File: config.mk
export PLATFORM = sky130hd
export DESIGN_NAME = manchester_fieldbus_phy
export DESIGN_NICKNAME = d
export VERILOG_FILES = /design/src/verilog/fbphy_pkg.sv /design/src/verilog/rx_link_if.sv /design/src/verilog/manchester_fieldbus_phy.sv /design/src/verilog/rx_front.sv
export SDC_FILE = /design/constraint.sdc
export NUM_CORES = 1
export LEC_CHECK = 0
export BUFFER_PORTS_ARGS = -buffer_cell sky130_fd_sc_hd__buf_4
export CAP_MARGIN = 0
export CELL_PAD_IN_SITES_DETAIL_PLACEMENT = 2
export CELL_PAD_IN_SITES_GLOBAL_PLACEMENT = 2
export CORE_MARGIN = 3
export CORE_UTILIZATION = 33
export CTS_BUF_LIST = sky130_fd_sc_hd__clkbuf_16
export DETAILED_ROUTE_END_ITERATION = 6
export GPL_ROUTABILITY_DRIVEN = 0
export PLACE_DENSITY_LB_ADDON = 0.15
export SYNTH_ARGS = -nofsm -noshare
export SYNTH_HDL_FRONTEND = slang
export SYNTH_SLANG_ARGS = --single-unit
File: constraint.sdc
create_clock -name clk -period 2 [get_ports clk]
set_input_delay 0.2 -clock clk [delete_from_list [all_inputs] [get_ports clk]]
set_output_delay 0.2 -clock clk [all_outputs]
set_load 0.01 [all_outputs]
File: src/verilog/fbphy_pkg.sv
`default_nettype none
package fbphy_pkg;
  localparam int CLK_HZ          = 100_000_000;
  localparam int BIT_RATE_HZ     = 31_250;
  localparam int HALF_BIT_CYCLES = CLK_HZ / (2 * BIT_RATE_HZ);
  localparam int FILTER_CYCLES   = 16;

  localparam logic [7:0] OFS_CTRL     = 8'h00;
  localparam logic [7:0] OFS_PREAMBLE = 8'h04;
  localparam logic [7:0] OFS_SYNTIME  = 8'h08;
  localparam logic [7:0] OFS_STATUS   = 8'h0c;
  localparam logic [7:0] OFS_TXDATA   = 8'h10;
  localparam logic [7:0] OFS_RXDATA   = 8'h14;

  localparam int CTRL_ADDSEL   = 0;
  localparam int CTRL_RXEN     = 1;
  localparam int TXDATA_LAST   = 8;
  localparam int RXDATA_VALID  = 8;
  localparam int ST_TXBUSY     = 0;
  localparam int ST_HOLDFULL   = 1;
  localparam int ST_GAP        = 2;
  localparam int ST_RSPRDY     = 3;
  localparam int ST_RXFRAME    = 4;
  localparam int ST_POLARITY   = 5;
  localparam int ST_FRAMEOK    = 8;
  localparam int ST_CRCERR     = 9;
  localparam int ST_CODEERR    = 10;
  localparam int ST_UNDERRUN   = 11;
  localparam int ST_OVERRUN    = 12;
  localparam int ST_ACTIVITY   = 13;

  localparam logic [1:0] CTRL_RST     = 2'h2;
  localparam logic [7:0] PREAMBLE_RST = 8'h01;
  localparam logic [5:0] SYNTIME_RST  = 6'h08;
  localparam logic [5:0] SYNTIME_MIN  = 6'h04;
  localparam logic [5:0] SYNTIME_MAX  = 6'h20;

  localparam logic [7:0]  PREAMBLE_OCTET = 8'haa;
  localparam logic [15:0] SD_HALVES      = 16'hb24d;
  localparam logic [15:0] ED_HALVES      = 16'hb326;
  localparam logic [15:0] CRC_INIT       = 16'hffff;
  localparam logic [15:0] CRC_POLY       = 16'h1021;
  localparam logic [15:0] CRC_RESIDUE    = 16'h1d0f;

  typedef enum logic [3:0] {
    TX_IDLE = 4'h0, TX_LEAD = 4'h1, TX_PREAM = 4'h2, TX_SDEL = 4'h3, TX_DATA = 4'h4,
    TX_CRCH = 4'h5, TX_CRCL = 4'h6, TX_EDEL = 4'h7, TX_TAIL = 4'h8, TX_GAP = 4'h9
  } tx_state_e;

  typedef enum logic [0:0] {RX_HUNT = 1'b0, RX_BYTE = 1'b1} rx_state_e;

  // one data bit is two half-bit cells: 1 -> high,low ; 0 -> low,high
  function automatic logic [15:0] manch(input logic [7:0] b);
    logic [15:0] h;
    h = '0;
    for (int i = 0; i < 8; i++)
    begin
      h[2*i +: 2] = b[i] ? 2'b10 : 2'b01;
    end
    return h;
  endfunction : manch

  function automatic logic [7:0] demanch(input logic [15:0] h);
    logic [7:0] b;
    b = '0;
    for (int i = 0; i < 8; i++)
    begin
      b[i] = h[2*i+1];
    end
    return b;
  endfunction : demanch

  function automatic logic isManch(input logic [15:0] h);
    return ((h ^ (h >> 1)) & 16'h5555) == 16'h5555;
  endfunction : isManch

  function automatic logic [15:0] crcByte(input logic [15:0] c, input logic [7:0] b);
    logic [15:0] r;
    r = c;
    for (int i = 7; i >= 0; i--)
    begin
      r = (r[15] ^ b[i]) ? ((r << 1) ^ CRC_POLY) : (r << 1);
    end
    return r;
  endfunction : crcByte
endpackage : fbphy_pkg
`default_nettype wire

File: src/verilog/rx_link_if.sv
`timescale 1ns/1ps
`default_nettype none
interface rx_link_if;
  logic recoveredRxClock;
  logic recoveredPulse;
  logic sampleBit;
  logic polarityFlag;
  modport front  (output recoveredRxClock, recoveredPulse, sampleBit, input polarityFlag);
  modport decode (input recoveredRxClock, recoveredPulse, sampleBit, output polarityFlag);
endinterface : rx_link_if
`default_nettype wire

File: src/verilog/manchester_fieldbus_phy.sv
`timescale 1ns/1ps
`default_nettype none
// Notes on behaviour
// - Half-bit ticks give one line rate of 31.25 kbit/s.
// - Frames are Manchester coded between start and end delimiters.
// - Frame opens with preamble octets, count from the preamble register; a count of 0 still sends one.
// - Bytes leave most significant bit first.
// - A 16-bit CRC follows the data, before the end delimiter.
// - Outputs are driver enable, line transmit signal and addition signal.
// - Enable and addition share one pin, chosen by control register bit.
// - After a frame the transmitter waits out the interframe gap.
// - Gap timer is loaded at frame end from the sync time register.
// - Receive input is filtered before recovery and decoding.
// - Receive sampling clock is recovered from the filtered signal.
// - Samples on recovered clock are weighted by the decoder polarity flag.
// - Sync time register holds 4 to 32 bit times.
// - Responder ready time equals the interframe gap time.
module manchester_fieldbus_phy
  import fbphy_pkg::*;
#(
  parameter int HALF_BIT = HALF_BIT_CYCLES,
  parameter int FILTER   = FILTER_CYCLES
)(
  input  wire logic        clk,
  input  wire logic        reset,
  input  wire logic        ce,
  input  wire logic [7:0]  paddr,
  input  wire logic        psel,
  input  wire logic        penable,
  input  wire logic        pwrite,
  input  wire logic [31:0] pwdata,
  output var  logic [31:0] prdata,
  output var  logic        pready,
  output var  logic        pslverr,
  input  wire logic        lineRxIn,
  output var  logic        lineTxOut,
  output var  logic        rtsAddOut
);
  rx_link_if link ();

  tx_state_e   txState;
  rx_state_e   rxState;
  logic [11:0] baudCnt;
  logic        halfTick;
  logic [1:0]  ctrl;
  logic [7:0]  preambleLen;
  logic [5:0]  syncTime;
  logic [7:0]  holdData;
  logic        holdLast;
  logic        holdFull;
  logic        holdTake;
  logic [15:0] txShift;
  logic [3:0]  txHalf;
  logic [7:0]  preCnt;
  logic [15:0] txCrc;
  logic        lastSent;
  logic        drvEnable;
  logic [6:0]  gapCnt;
  logic        underrun;
  logic [15:0] rxHalves;
  logic [15:0] next_rxHalves;
  logic [3:0]  rxHalf;
  logic [15:0] rxCrc;
  logic [7:0]  rxData;
  logic        rxValid;
  logic        rxByteDone;
  logic        frameOk;
  logic        crcErr;
  logic        codeErr;
  logic [5:0]  sticky;
  logic        apbDone;
  logic        apbWrite;
  logic        txWriteStall;
  logic [31:0] readValue;

  if (HALF_BIT < 4 * FILTER || HALF_BIT > 4095)
  begin : g_check
    $error("manchester_fieldbus_phy: unsupported HALF_BIT");
  end

  rx_front #(
    .HALF_BIT (HALF_BIT),
    .FILTER   (FILTER)
  ) u_rx_front (
    .clk      (clk),
    .reset    (reset),
    .ce       (ce),
    .lineRxIn (lineRxIn),
    .link     (link.front)
  );

  assign halfTick      = ce && baudCnt == 12'(HALF_BIT - 1);
  assign apbDone       = ce && psel && penable && pready;
  assign apbWrite      = apbDone && pwrite;
  assign txWriteStall  = pwrite && paddr == OFS_TXDATA && holdFull && !holdTake;
  assign next_rxHalves = {rxHalves[14:0], link.sampleBit};

  // free-running half-bit divider
  always_ff @(posedge clk)
  begin
    if (reset)
      baudCnt <= '0;
    else if (ce)
      baudCnt <= (baudCnt == 12'(HALF_BIT - 1)) ? 12'h000 : baudCnt + 12'h001;
  end

  // apb: one wait state, more for a transmit data write while the holding byte is full
  always_ff @(posedge clk)
  begin
    if (reset)
    begin
      pready  <= 1'b0;
      pslverr <= 1'b0;
      prdata  <= '0;
    end
    else if (ce)
    begin
      pready  <= psel && penable && !pready && !txWriteStall;
      pslverr <= psel && penable && !pready && !txWriteStall && paddr > OFS_RXDATA;
      prdata  <= (psel && !pwrite) ? readValue : 32'h0000_0000;
    end
  end

  always_comb
  begin
    readValue = 32'h0000_0000;
    case (paddr)
      OFS_CTRL:     readValue = {30'h0, ctrl};
      OFS_PREAMBLE: readValue = {24'h0, preambleLen};
      OFS_SYNTIME:  readValue = {26'h0, syncTime};
      OFS_STATUS:
      begin
        readValue[ST_TXBUSY]   = txState != TX_IDLE && txState != TX_GAP;
        readValue[ST_HOLDFULL] = holdFull;
        readValue[ST_GAP]      = gapCnt != 7'h00;
        readValue[ST_RSPRDY]   = gapCnt == 7'h00;
        readValue[ST_RXFRAME]  = rxState == RX_BYTE;
        readValue[ST_POLARITY] = link.polarityFlag;
        readValue[ST_ACTIVITY:ST_FRAMEOK] = sticky;
      end
      OFS_RXDATA:   readValue = {23'h0, rxValid, rxData};
      default:      readValue = 32'h0000_0000;
    endcase
  end

  // configuration registers
  always_ff @(posedge clk)
  begin
    if (reset)
    begin
      ctrl        <= CTRL_RST;
      preambleLen <= PREAMBLE_RST;
      syncTime    <= SYNTIME_RST;
    end
    else if (apbWrite)
    begin
      if (paddr == OFS_CTRL)
        ctrl <= pwdata[1:0];
      if (paddr == OFS_PREAMBLE)
        preambleLen <= pwdata[7:0];
      if (paddr == OFS_SYNTIME)
        syncTime <= (pwdata[31:0] < 32'(SYNTIME_MIN)) ? SYNTIME_MIN :
                    (pwdata[31:0] > 32'(SYNTIME_MAX)) ? SYNTIME_MAX : pwdata[5:0];
    end
  end

  // transmit holding byte; software is held off while it is full
  always_ff @(posedge clk)
  begin
    if (reset)
    begin
      holdData <= '0;
      holdLast <= 1'b0;
      holdFull <= 1'b0;
    end
    else if (ce)
    begin
      if (apbWrite && paddr == OFS_TXDATA)
      begin
        holdData <= pwdata[7:0];
        holdLast <= pwdata[TXDATA_LAST];
        holdFull <= 1'b1;
      end
      else if (holdTake)
        holdFull <= 1'b0;
    end
  end

  assign holdTake = halfTick && txHalf == 4'hf && holdFull && !lastSent &&
                    (txState == TX_SDEL || txState == TX_DATA);

  // transmit sequencer, advancing on half-bit ticks
  always_ff @(posedge clk)
  begin
    if (reset)
    begin
      txState   <= TX_IDLE;
      txShift   <= '0;
      txHalf    <= '0;
      preCnt    <= '0;
      txCrc     <= CRC_INIT;
      lastSent  <= 1'b0;
      drvEnable <= 1'b0;
      lineTxOut <= 1'b0;
      underrun  <= 1'b0;
    end
    else if (halfTick)
    begin
      underrun <= 1'b0;
      case (txState)
        TX_IDLE:
          if (holdFull && gapCnt == 7'h00)
          begin
            txState   <= TX_LEAD;
            drvEnable <= 1'b1;
          end
        TX_LEAD:
        begin
          txShift  <= manch(PREAMBLE_OCTET);
          txHalf   <= '0;
          preCnt   <= (preambleLen == 8'h00) ? 8'h00 : preambleLen - 8'h01;
          txCrc    <= CRC_INIT;
          lastSent <= 1'b0;
          txState  <= TX_PREAM;
        end
        TX_PREAM, TX_SDEL, TX_DATA, TX_CRCH, TX_CRCL, TX_EDEL:
        begin
          lineTxOut <= txShift[15];
          txShift   <= {txShift[14:0], 1'b0};
          txHalf    <= txHalf + 4'h1;
          if (txHalf == 4'hf)
          begin
            case (txState)
              TX_PREAM:
                if (preCnt != 8'h00)
                begin
                  preCnt  <= preCnt - 8'h01;
                  txShift <= manch(PREAMBLE_OCTET);
                end
                else
                begin
                  txShift <= SD_HALVES;
                  txState <= TX_SDEL;
                end
              TX_SDEL, TX_DATA:
                if (holdFull && !lastSent)
                begin
                  txShift  <= manch(holdData);
                  txCrc    <= crcByte(txCrc, holdData);
                  lastSent <= holdLast;
                  txState  <= TX_DATA;
                end
                else
                begin
                  // starved frames are closed rather than stretched
                  underrun <= !lastSent;
                  txShift  <= manch(~txCrc[15:8]);
                  txState  <= TX_CRCH;
                end
              TX_CRCH:
              begin
                txShift <= manch(~txCrc[7:0]);
                txState <= TX_CRCL;
              end
              TX_CRCL:
              begin
                txShift <= ED_HALVES;
                txState <= TX_EDEL;
              end
              default:
                txState <= TX_TAIL;
            endcase
          end
        end
        TX_TAIL:
        begin
          lineTxOut <= 1'b0;
          drvEnable <= 1'b0;
          txState   <= TX_GAP;
        end
        TX_GAP:
          if (gapCnt == 7'h00)
            txState <= TX_IDLE;
        default:
          txState <= TX_IDLE;
      endcase
    end
  end

  // interframe gap, also the responder ready time, in half-bit ticks
  always_ff @(posedge clk)
  begin
    if (reset)
      gapCnt <= '0;
    else if (halfTick)
    begin
      if (txState == TX_TAIL)
        gapCnt <= {syncTime, 1'b0};
      else if (gapCnt != 7'h00)
        gapCnt <= gapCnt - 7'h01;
    end
  end

  // shared pin; one cycle behind the line, far inside a half-bit
  always_ff @(posedge clk)
  begin
    if (reset)
      rtsAddOut <= 1'b0;
    else if (ce)
      rtsAddOut <= ctrl[CTRL_ADDSEL] ? (drvEnable && !lineTxOut) : drvEnable;
  end

  // decoder: hunts the start delimiter in either polarity, then octets
  always_ff @(posedge clk)
  begin
    if (reset)
    begin
      rxState           <= RX_HUNT;
      rxHalves          <= '0;
      rxHalf            <= '0;
      rxCrc             <= CRC_INIT;
      rxByteDone        <= 1'b0;
      frameOk           <= 1'b0;
      crcErr            <= 1'b0;
      codeErr           <= 1'b0;
      link.polarityFlag <= 1'b0;
    end
    else if (ce)
    begin
      rxByteDone <= 1'b0;
      frameOk    <= 1'b0;
      crcErr     <= 1'b0;
      codeErr    <= 1'b0;
      if (link.recoveredRxClock && ctrl[CTRL_RXEN])
      begin
        rxHalves <= next_rxHalves;
        rxHalf   <= rxHalf + 4'h1;
        case (rxState)
          RX_HUNT:
            if (next_rxHalves == SD_HALVES || next_rxHalves == ~SD_HALVES)
            begin
              if (next_rxHalves == ~SD_HALVES)
                link.polarityFlag <= !link.polarityFlag;
              rxState <= RX_BYTE;
              rxHalf  <= '0;
              rxCrc   <= CRC_INIT;
            end
          RX_BYTE:
            if (rxHalf == 4'hf)
            begin
              if (next_rxHalves == ED_HALVES)
              begin
                frameOk <= rxCrc == CRC_RESIDUE;
                crcErr  <= rxCrc != CRC_RESIDUE;
                rxState <= RX_HUNT;
              end
              else if (isManch(next_rxHalves))
              begin
                rxCrc      <= crcByte(rxCrc, demanch(next_rxHalves));
                rxByteDone <= 1'b1;
              end
              else
              begin
                codeErr <= 1'b1;
                rxState <= RX_HUNT;
              end
            end
          default:
            rxState <= RX_HUNT;
        endcase
      end
    end
  end

  // receive byte register; a fresh byte wins over the read that clears it
  always_ff @(posedge clk)
  begin
    if (reset)
    begin
      rxData  <= '0;
      rxValid <= 1'b0;
    end
    else if (ce)
    begin
      if (rxByteDone)
      begin
        rxData  <= demanch(rxHalves);
        rxValid <= 1'b1;
      end
      else if (apbDone && !pwrite && paddr == OFS_RXDATA)
        rxValid <= 1'b0;
    end
  end

  // sticky events, write one to clear; a new event beats the clear
  always_ff @(posedge clk)
  begin
    if (reset)
      sticky <= '0;
    else if (ce)
      sticky <= (sticky & ~((apbWrite && paddr == OFS_STATUS) ?
                            pwdata[ST_ACTIVITY:ST_FRAMEOK] : 6'h00))
                | {link.recoveredPulse, rxByteDone && rxValid, underrun,
                   codeErr, crcErr, frameOk};
  end
endmodule : manchester_fieldbus_phy
`default_nettype wire

File: src/verilog/rx_front.sv
`timescale 1ns/1ps
`default_nettype none
module rx_front
  import fbphy_pkg::*;
#(
  parameter int HALF_BIT = HALF_BIT_CYCLES,
  parameter int FILTER   = FILTER_CYCLES
)(
  input  wire logic  clk,
  input  wire logic  reset,
  input  wire logic  ce,
  input  wire logic  lineRxIn,
  rx_link_if.front   link
);
  logic [5:0]  stableCnt;
  logic        filtered;
  logic [11:0] phaseCnt;
  logic        edgeSeen;

  if (FILTER < 2 || FILTER > 63 || HALF_BIT < 4 * FILTER || HALF_BIT > 4095)
  begin : g_check
    $error("rx_front: unsupported FILTER or HALF_BIT");
  end

  // glitch filter: level must stand FILTER cycles before it is accepted
  always_ff @(posedge clk)
  begin
    if (reset)
    begin
      stableCnt <= '0;
      filtered  <= 1'b0;
      edgeSeen  <= 1'b0;
    end
    else if (ce)
    begin
      edgeSeen <= 1'b0;
      if (lineRxIn == filtered)
        stableCnt <= '0;
      else if (stableCnt == 6'(FILTER - 1))
      begin
        filtered  <= lineRxIn;
        stableCnt <= '0;
        edgeSeen  <= 1'b1;
      end
      else
        stableCnt <= stableCnt + 6'h01;
    end
  end

  // every filtered edge is a half-cell boundary; sample mid-cell
  always_ff @(posedge clk)
  begin
    if (reset)
    begin
      phaseCnt              <= '0;
      link.recoveredRxClock <= 1'b0;
      link.recoveredPulse   <= 1'b0;
      link.sampleBit        <= 1'b0;
    end
    else if (ce)
    begin
      link.recoveredPulse   <= edgeSeen;
      link.recoveredRxClock <= (phaseCnt == 12'(HALF_BIT / 2 - 1));
      if (phaseCnt == 12'(HALF_BIT / 2 - 1))
        link.sampleBit <= filtered ^ link.polarityFlag;
      if (edgeSeen || phaseCnt == 12'(HALF_BIT - 1))
        phaseCnt <= '0;
      else
        phaseCnt <= phaseCnt + 12'h001;
    end
  end
endmodule : rx_front
`default_nettype wire

==> flow_summary.json <==
{
  "clock_tree.htree_level_count": 4,
  "fin_skew_ps": 13.93,
  "r2r_slack_ps": -200,
  "place.detailed.hpwl_um": 27650,
  "placed_cells": 1736,
  "synthesis.area_um2": 9993,
  "ys_dominant_reg_cell": "sky130_fd_sc_hd__dfxtp_1",
  "antenna_violations_before_repair": 0,
  "clockPowerShare_pct": 45.5,
  "max-cap-violations": 0,
  "detailed_place.area_um2": 11680,
  "syn-mean-instance-area_um2": 8.225,
  "timing.hold.worst_path_depth": 3,
  "clockRootBuffer": "sky130_fd_sc_hd__clkbuf_16",
  "numClockSinks": 194,
  "power.share.sequential_pct": 50.0,
  "number_of_enable_flip_flop_cells_after_synthesis": 0,
  "netlist_instances": 1215,
  "final_core_utilization_pct": 43.17,
  "crit_path_max_incr_delay_ps": 460,
  "ios": 83,
  "largest_net_degree_at_the_start_of_global_routing": 25,
  "failed_checks": "setup timing",
  "cp_data_arrival_time_ps": 2570,
  "p_leak_nw": 4.720,
  "synthToLayoutAreaGrowth_pct": 28.38,
  "layout_filler_cell_count": 3285,
  "detail-route-antenna-nets": 0,
  "grt.total_usage_pct": 23.15,
  "start_util_pct": 33.63,
  "path_max_fanout": 8,
  "critical_path.startpoint_type": "register",
  "final_cell_mix": "193 x sky130_fd_sc_hd__buf_4, 176 x sky130_fd_sc_hd__nand2_1, 174 x sky130_fd_sc_hd__dfxtp_1",
  "timing.critical_path.slowest_stage_cell": "sky130_fd_sc_hd__or4_4",
  "routed_wirelength_um": 39630,
  "critPathRequiredTime_ps": 2370,
  "p_int_mw": 5.857,
  "final-instance-count-excl-fill": 1789,
  "detail_route.wl_per_cell_um": 22.15,
  "timing.final.crit_share_pct": 110.0,
  "pwr_density_cell_nw_per_um2": 605.6,
  "dp_worst_setup_slack_ps": -183.6,
  "crit-reg2reg-launch": "rxHalves[9]",
  "detail_route.first_pass.iterations": 5,
  "worstRegToRegCells": 9,
  "average_vias_per_placed_instance": 5.520,
  "worstSetupEndpointType": "register",
  "yosys.cell_types.count": 85,
  "ys_seq_elements": 194,
  "synth_sequential_area_ratio_pct": 38.86,
  "power_frac_comb_pct": 4.6,
  "ctsLongestPathBuffers": 2,
  "final_net_count": 1462,
  "rsz0062_at_grt": "true",
  "final_period_minus_worst_setup_slack_ps": 2201,
  "grt_pass1_vias": 10495,
  "floorplan.die.height_um": 180.0,
  "vias": 9875,
  "clkTransAtPathRegs_ps": 80,
  "synthArstFlopShare_pct": 0,
  "holdCritPathClass": "in2reg",
  "final_max_slew_viol_count": 0,
  "antenna_cells": 0,
  "timing_worst_setup_path_type": "reg2reg",
  "grt_pass1_wl_um": 60440,
  "cts_tree": "done",
  "layout-drive-gt1-share_pct": 23.52,
  "clk-insertion-delay-late_ps": 460,
  "worstHoldStart": "pwdata[2]",
  "hold_viol_final": 0,
  "rows": 63,
  "sequential_cell_area_um2": 3909,
  "multi_input_area_um2": 5976,
  "switching_share_pct": 24.61,
  "gr_ovfl_total": 0,
  "fin_ws_ps": -200.9,
  "drc_errors": 0,
  "layout_commonest_cell": "sky130_fd_sc_hd__buf_4",
  "port_buffers": 64,
  "fin_hold_ws_ps": 42.04,
  "core_area_um2": 29720,
  "worst_pin_slew_ps": 722.4,
  "slew_headroom_pct": 51.84,
  "run_status": "finished, violations left",
  "number_of_buffer_and_inverter_instances_along_the_worst_setup_path": 3,
  "critical_path.top_delay_family": "simple AND/OR/NAND/NOR gates",
  "design_area_um2": 12830,
  "finalSetupViolations": 21,
  "synthesis.yosys.warnings": 0,
  "die-area_um2": 32410,
  "p_sw_mw": 1.912,
  "startpoint": "rxHalves[9]",
  "worstSetupPathDepth": 9,
  "number_of_buffers_created_by_cts": 17,
  "drt_iter0_markers": 442,
  "worst_ir_drop_vdd_v": 0.0005738,
  "fmax_ghz": 0.4544,
  "timing.critical_path.cells": "inv_1 > ha_1 > nand4b_1 > or4_4 > o311ai_4 > buf_6 > buf_16 > nor3_4 > a31oi_1",
  "chipWidth_um": 180.0
}
worst register-to-register path, stage by stage, from the launching register on:
cell and delay (ps):
sky130_fd_sc_hd__dfxtp_2 340, sky130_fd_sc_hd__inv_1 50, sky130_fd_sc_hd__ha_1 290, sky130_fd_sc_hd__nand4b_1 130, sky130_fd_sc_hd__or4_4 460, sky130_fd_sc_hd__o311ai_4 310
sky130_fd_sc_hd__buf_6 190, sky130_fd_sc_hd__buf_16 140, sky130_fd_sc_hd__nor3_4 40, sky130_fd_sc_hd__a31oi_1 190
sequential cells by signal, summed over array words and instances, names as in the netlist, 12 cells and up:
register,cells
rxCrc,16
rxHalves,16
txCrc,16
txShift,16
prdata,14
baudCnt,12
u_rx_front.phaseCnt,12
through the flow:
step	power (mW)	setup TNS (ps)
finish	7.770	-2222
global route	8.044	-5275
CTS	7.828	-3149
detailed placement	4.310	-2123
global placement	4.303	-1400
floorplan	4.142	-722.3
Yosys cell counts, types with 6 or more instances:
master / instances / area share, %
sky130_fd_sc_hd__a211oi_1: 12 / 0.90
sky130_fd_sc_hd__a21oi_1: 108 / 5.4
sky130_fd_sc_hd__a22o_1: 11 / 0.96
sky130_fd_sc_hd__a22oi_1: 17 / 1.3
sky130_fd_sc_hd__a2bb2oi_1: 6 / 0.53
sky130_fd_sc_hd__a2bb2oi_2: 10 / 1.5
sky130_fd_sc_hd__a31oi_1: 12 / 0.75
sky130_fd_sc_hd__and2_1: 6 / 0.38
sky130_fd_sc_hd__and3_1: 14 / 0.88
sky130_fd_sc_hd__and4_1: 7 / 0.61
sky130_fd_sc_hd__buf_2: 12 / 0.60
sky130_fd_sc_hd__buf_4: 20 / 1.5
sky130_fd_sc_hd__clkbuf_1: 38 / 1.4
sky130_fd_sc_hd__dfxtp_1: 194 / 39
sky130_fd_sc_hd__ha_1: 29 / 3.6
sky130_fd_sc_hd__inv_1: 33 / 1.2
sky130_fd_sc_hd__mux2i_1: 6 / 0.60
sky130_fd_sc_hd__nand2_1: 177 / 6.6
sky130_fd_sc_hd__nand3_1: 33 / 1.7
sky130_fd_sc_hd__nand4_1: 18 / 1.1
sky130_fd_sc_hd__nand4b_1: 6 / 0.53
sky130_fd_sc_hd__nor2_1: 112 / 4.2
sky130_fd_sc_hd__nor2b_1: 6 / 0.38
sky130_fd_sc_hd__nor3_1: 40 / 2.0
sky130_fd_sc_hd__nor3b_1: 13 / 0.98
sky130_fd_sc_hd__nor4_1: 13 / 0.81
sky130_fd_sc_hd__o211ai_1: 11 / 0.83
sky130_fd_sc_hd__o21ai_0: 52 / 2.6
sky130_fd_sc_hd__o21ai_1: 6 / 0.30
sky130_fd_sc_hd__o221ai_1: 6 / 0.53
sky130_fd_sc_hd__or3_1: 7 / 0.44
sky130_fd_sc_hd__or4_1: 7 / 0.53
sky130_fd_sc_hd__xnor2_1: 51 / 4.5
sky130_fd_sc_hd__xor2_1: 26 / 2.3
metal layers:
layer | vias to the layer above | share of wire (%) | track usage [%]
met3 | 57 | 2.9 | 3.553
li1 | 4652 | - | -
met1 | 5008 | 44 | 29.11
met4 | 0 | 2.1 | 7.277
met5 | - | 0 | 0
met2 | 158 | 51 | 40.82
kinds of logic (layout without fill, tap and decap cells):
kind of cell    Yosys count  in the layout  synth area share, %
fa+ha+maj                29             29                3.631
mux                       7              7               0.7137
xor+xnor                 77             77                6.748
flops                   194            194                38.86
other cells               1             18              0.03753
simple gates            493            493                24.44
buf+inv                 109            275                5.146
compound gates          305            306                20.42
repair_timing:
action | in CTS | in global routing
pin swaps | 14 | 9
gates resized for setup | 27 | 48
hold buffers | 0 | 0
gates cloned | 2 | 3
buffers inserted | 6 | 10
endpoints found under the setup margin | 54 | 91
worst paths after layout:
| kind | end |
|---|---|
| setup / recovery | rxCrc[8] |
| setup reg to reg | rxCrc[8] |
| hold reg to reg | txShift[9] |
| hold / removal | preambleLen[2] |
power groups by stage:
stage / Sequential (mW) / Combinational, mW / Clock (mW)
after floorplan: 3.97 / 0.171 / 0
after global placement: 3.97 / 0.331 / 0
after detailed placement: 3.97 / 0.337 / 0
after CTS: 3.88 / 0.341 / 3.61
after global routing: 3.88 / 0.381 / 3.78
final: 3.88 / 0.354 / 3.53
final cells by class:
cell class	instances	area share (%)
Inverter	33	0.9655
Clock buffer	17	3.316
Tap cell	390	3.803
Clock inverter	15	1.209
Multi-Input combinational cell	930	46.58
Sequential cell	194	30.47
Timing Repair Buffer	210	13.66
(Power assumes the default switching activity.)
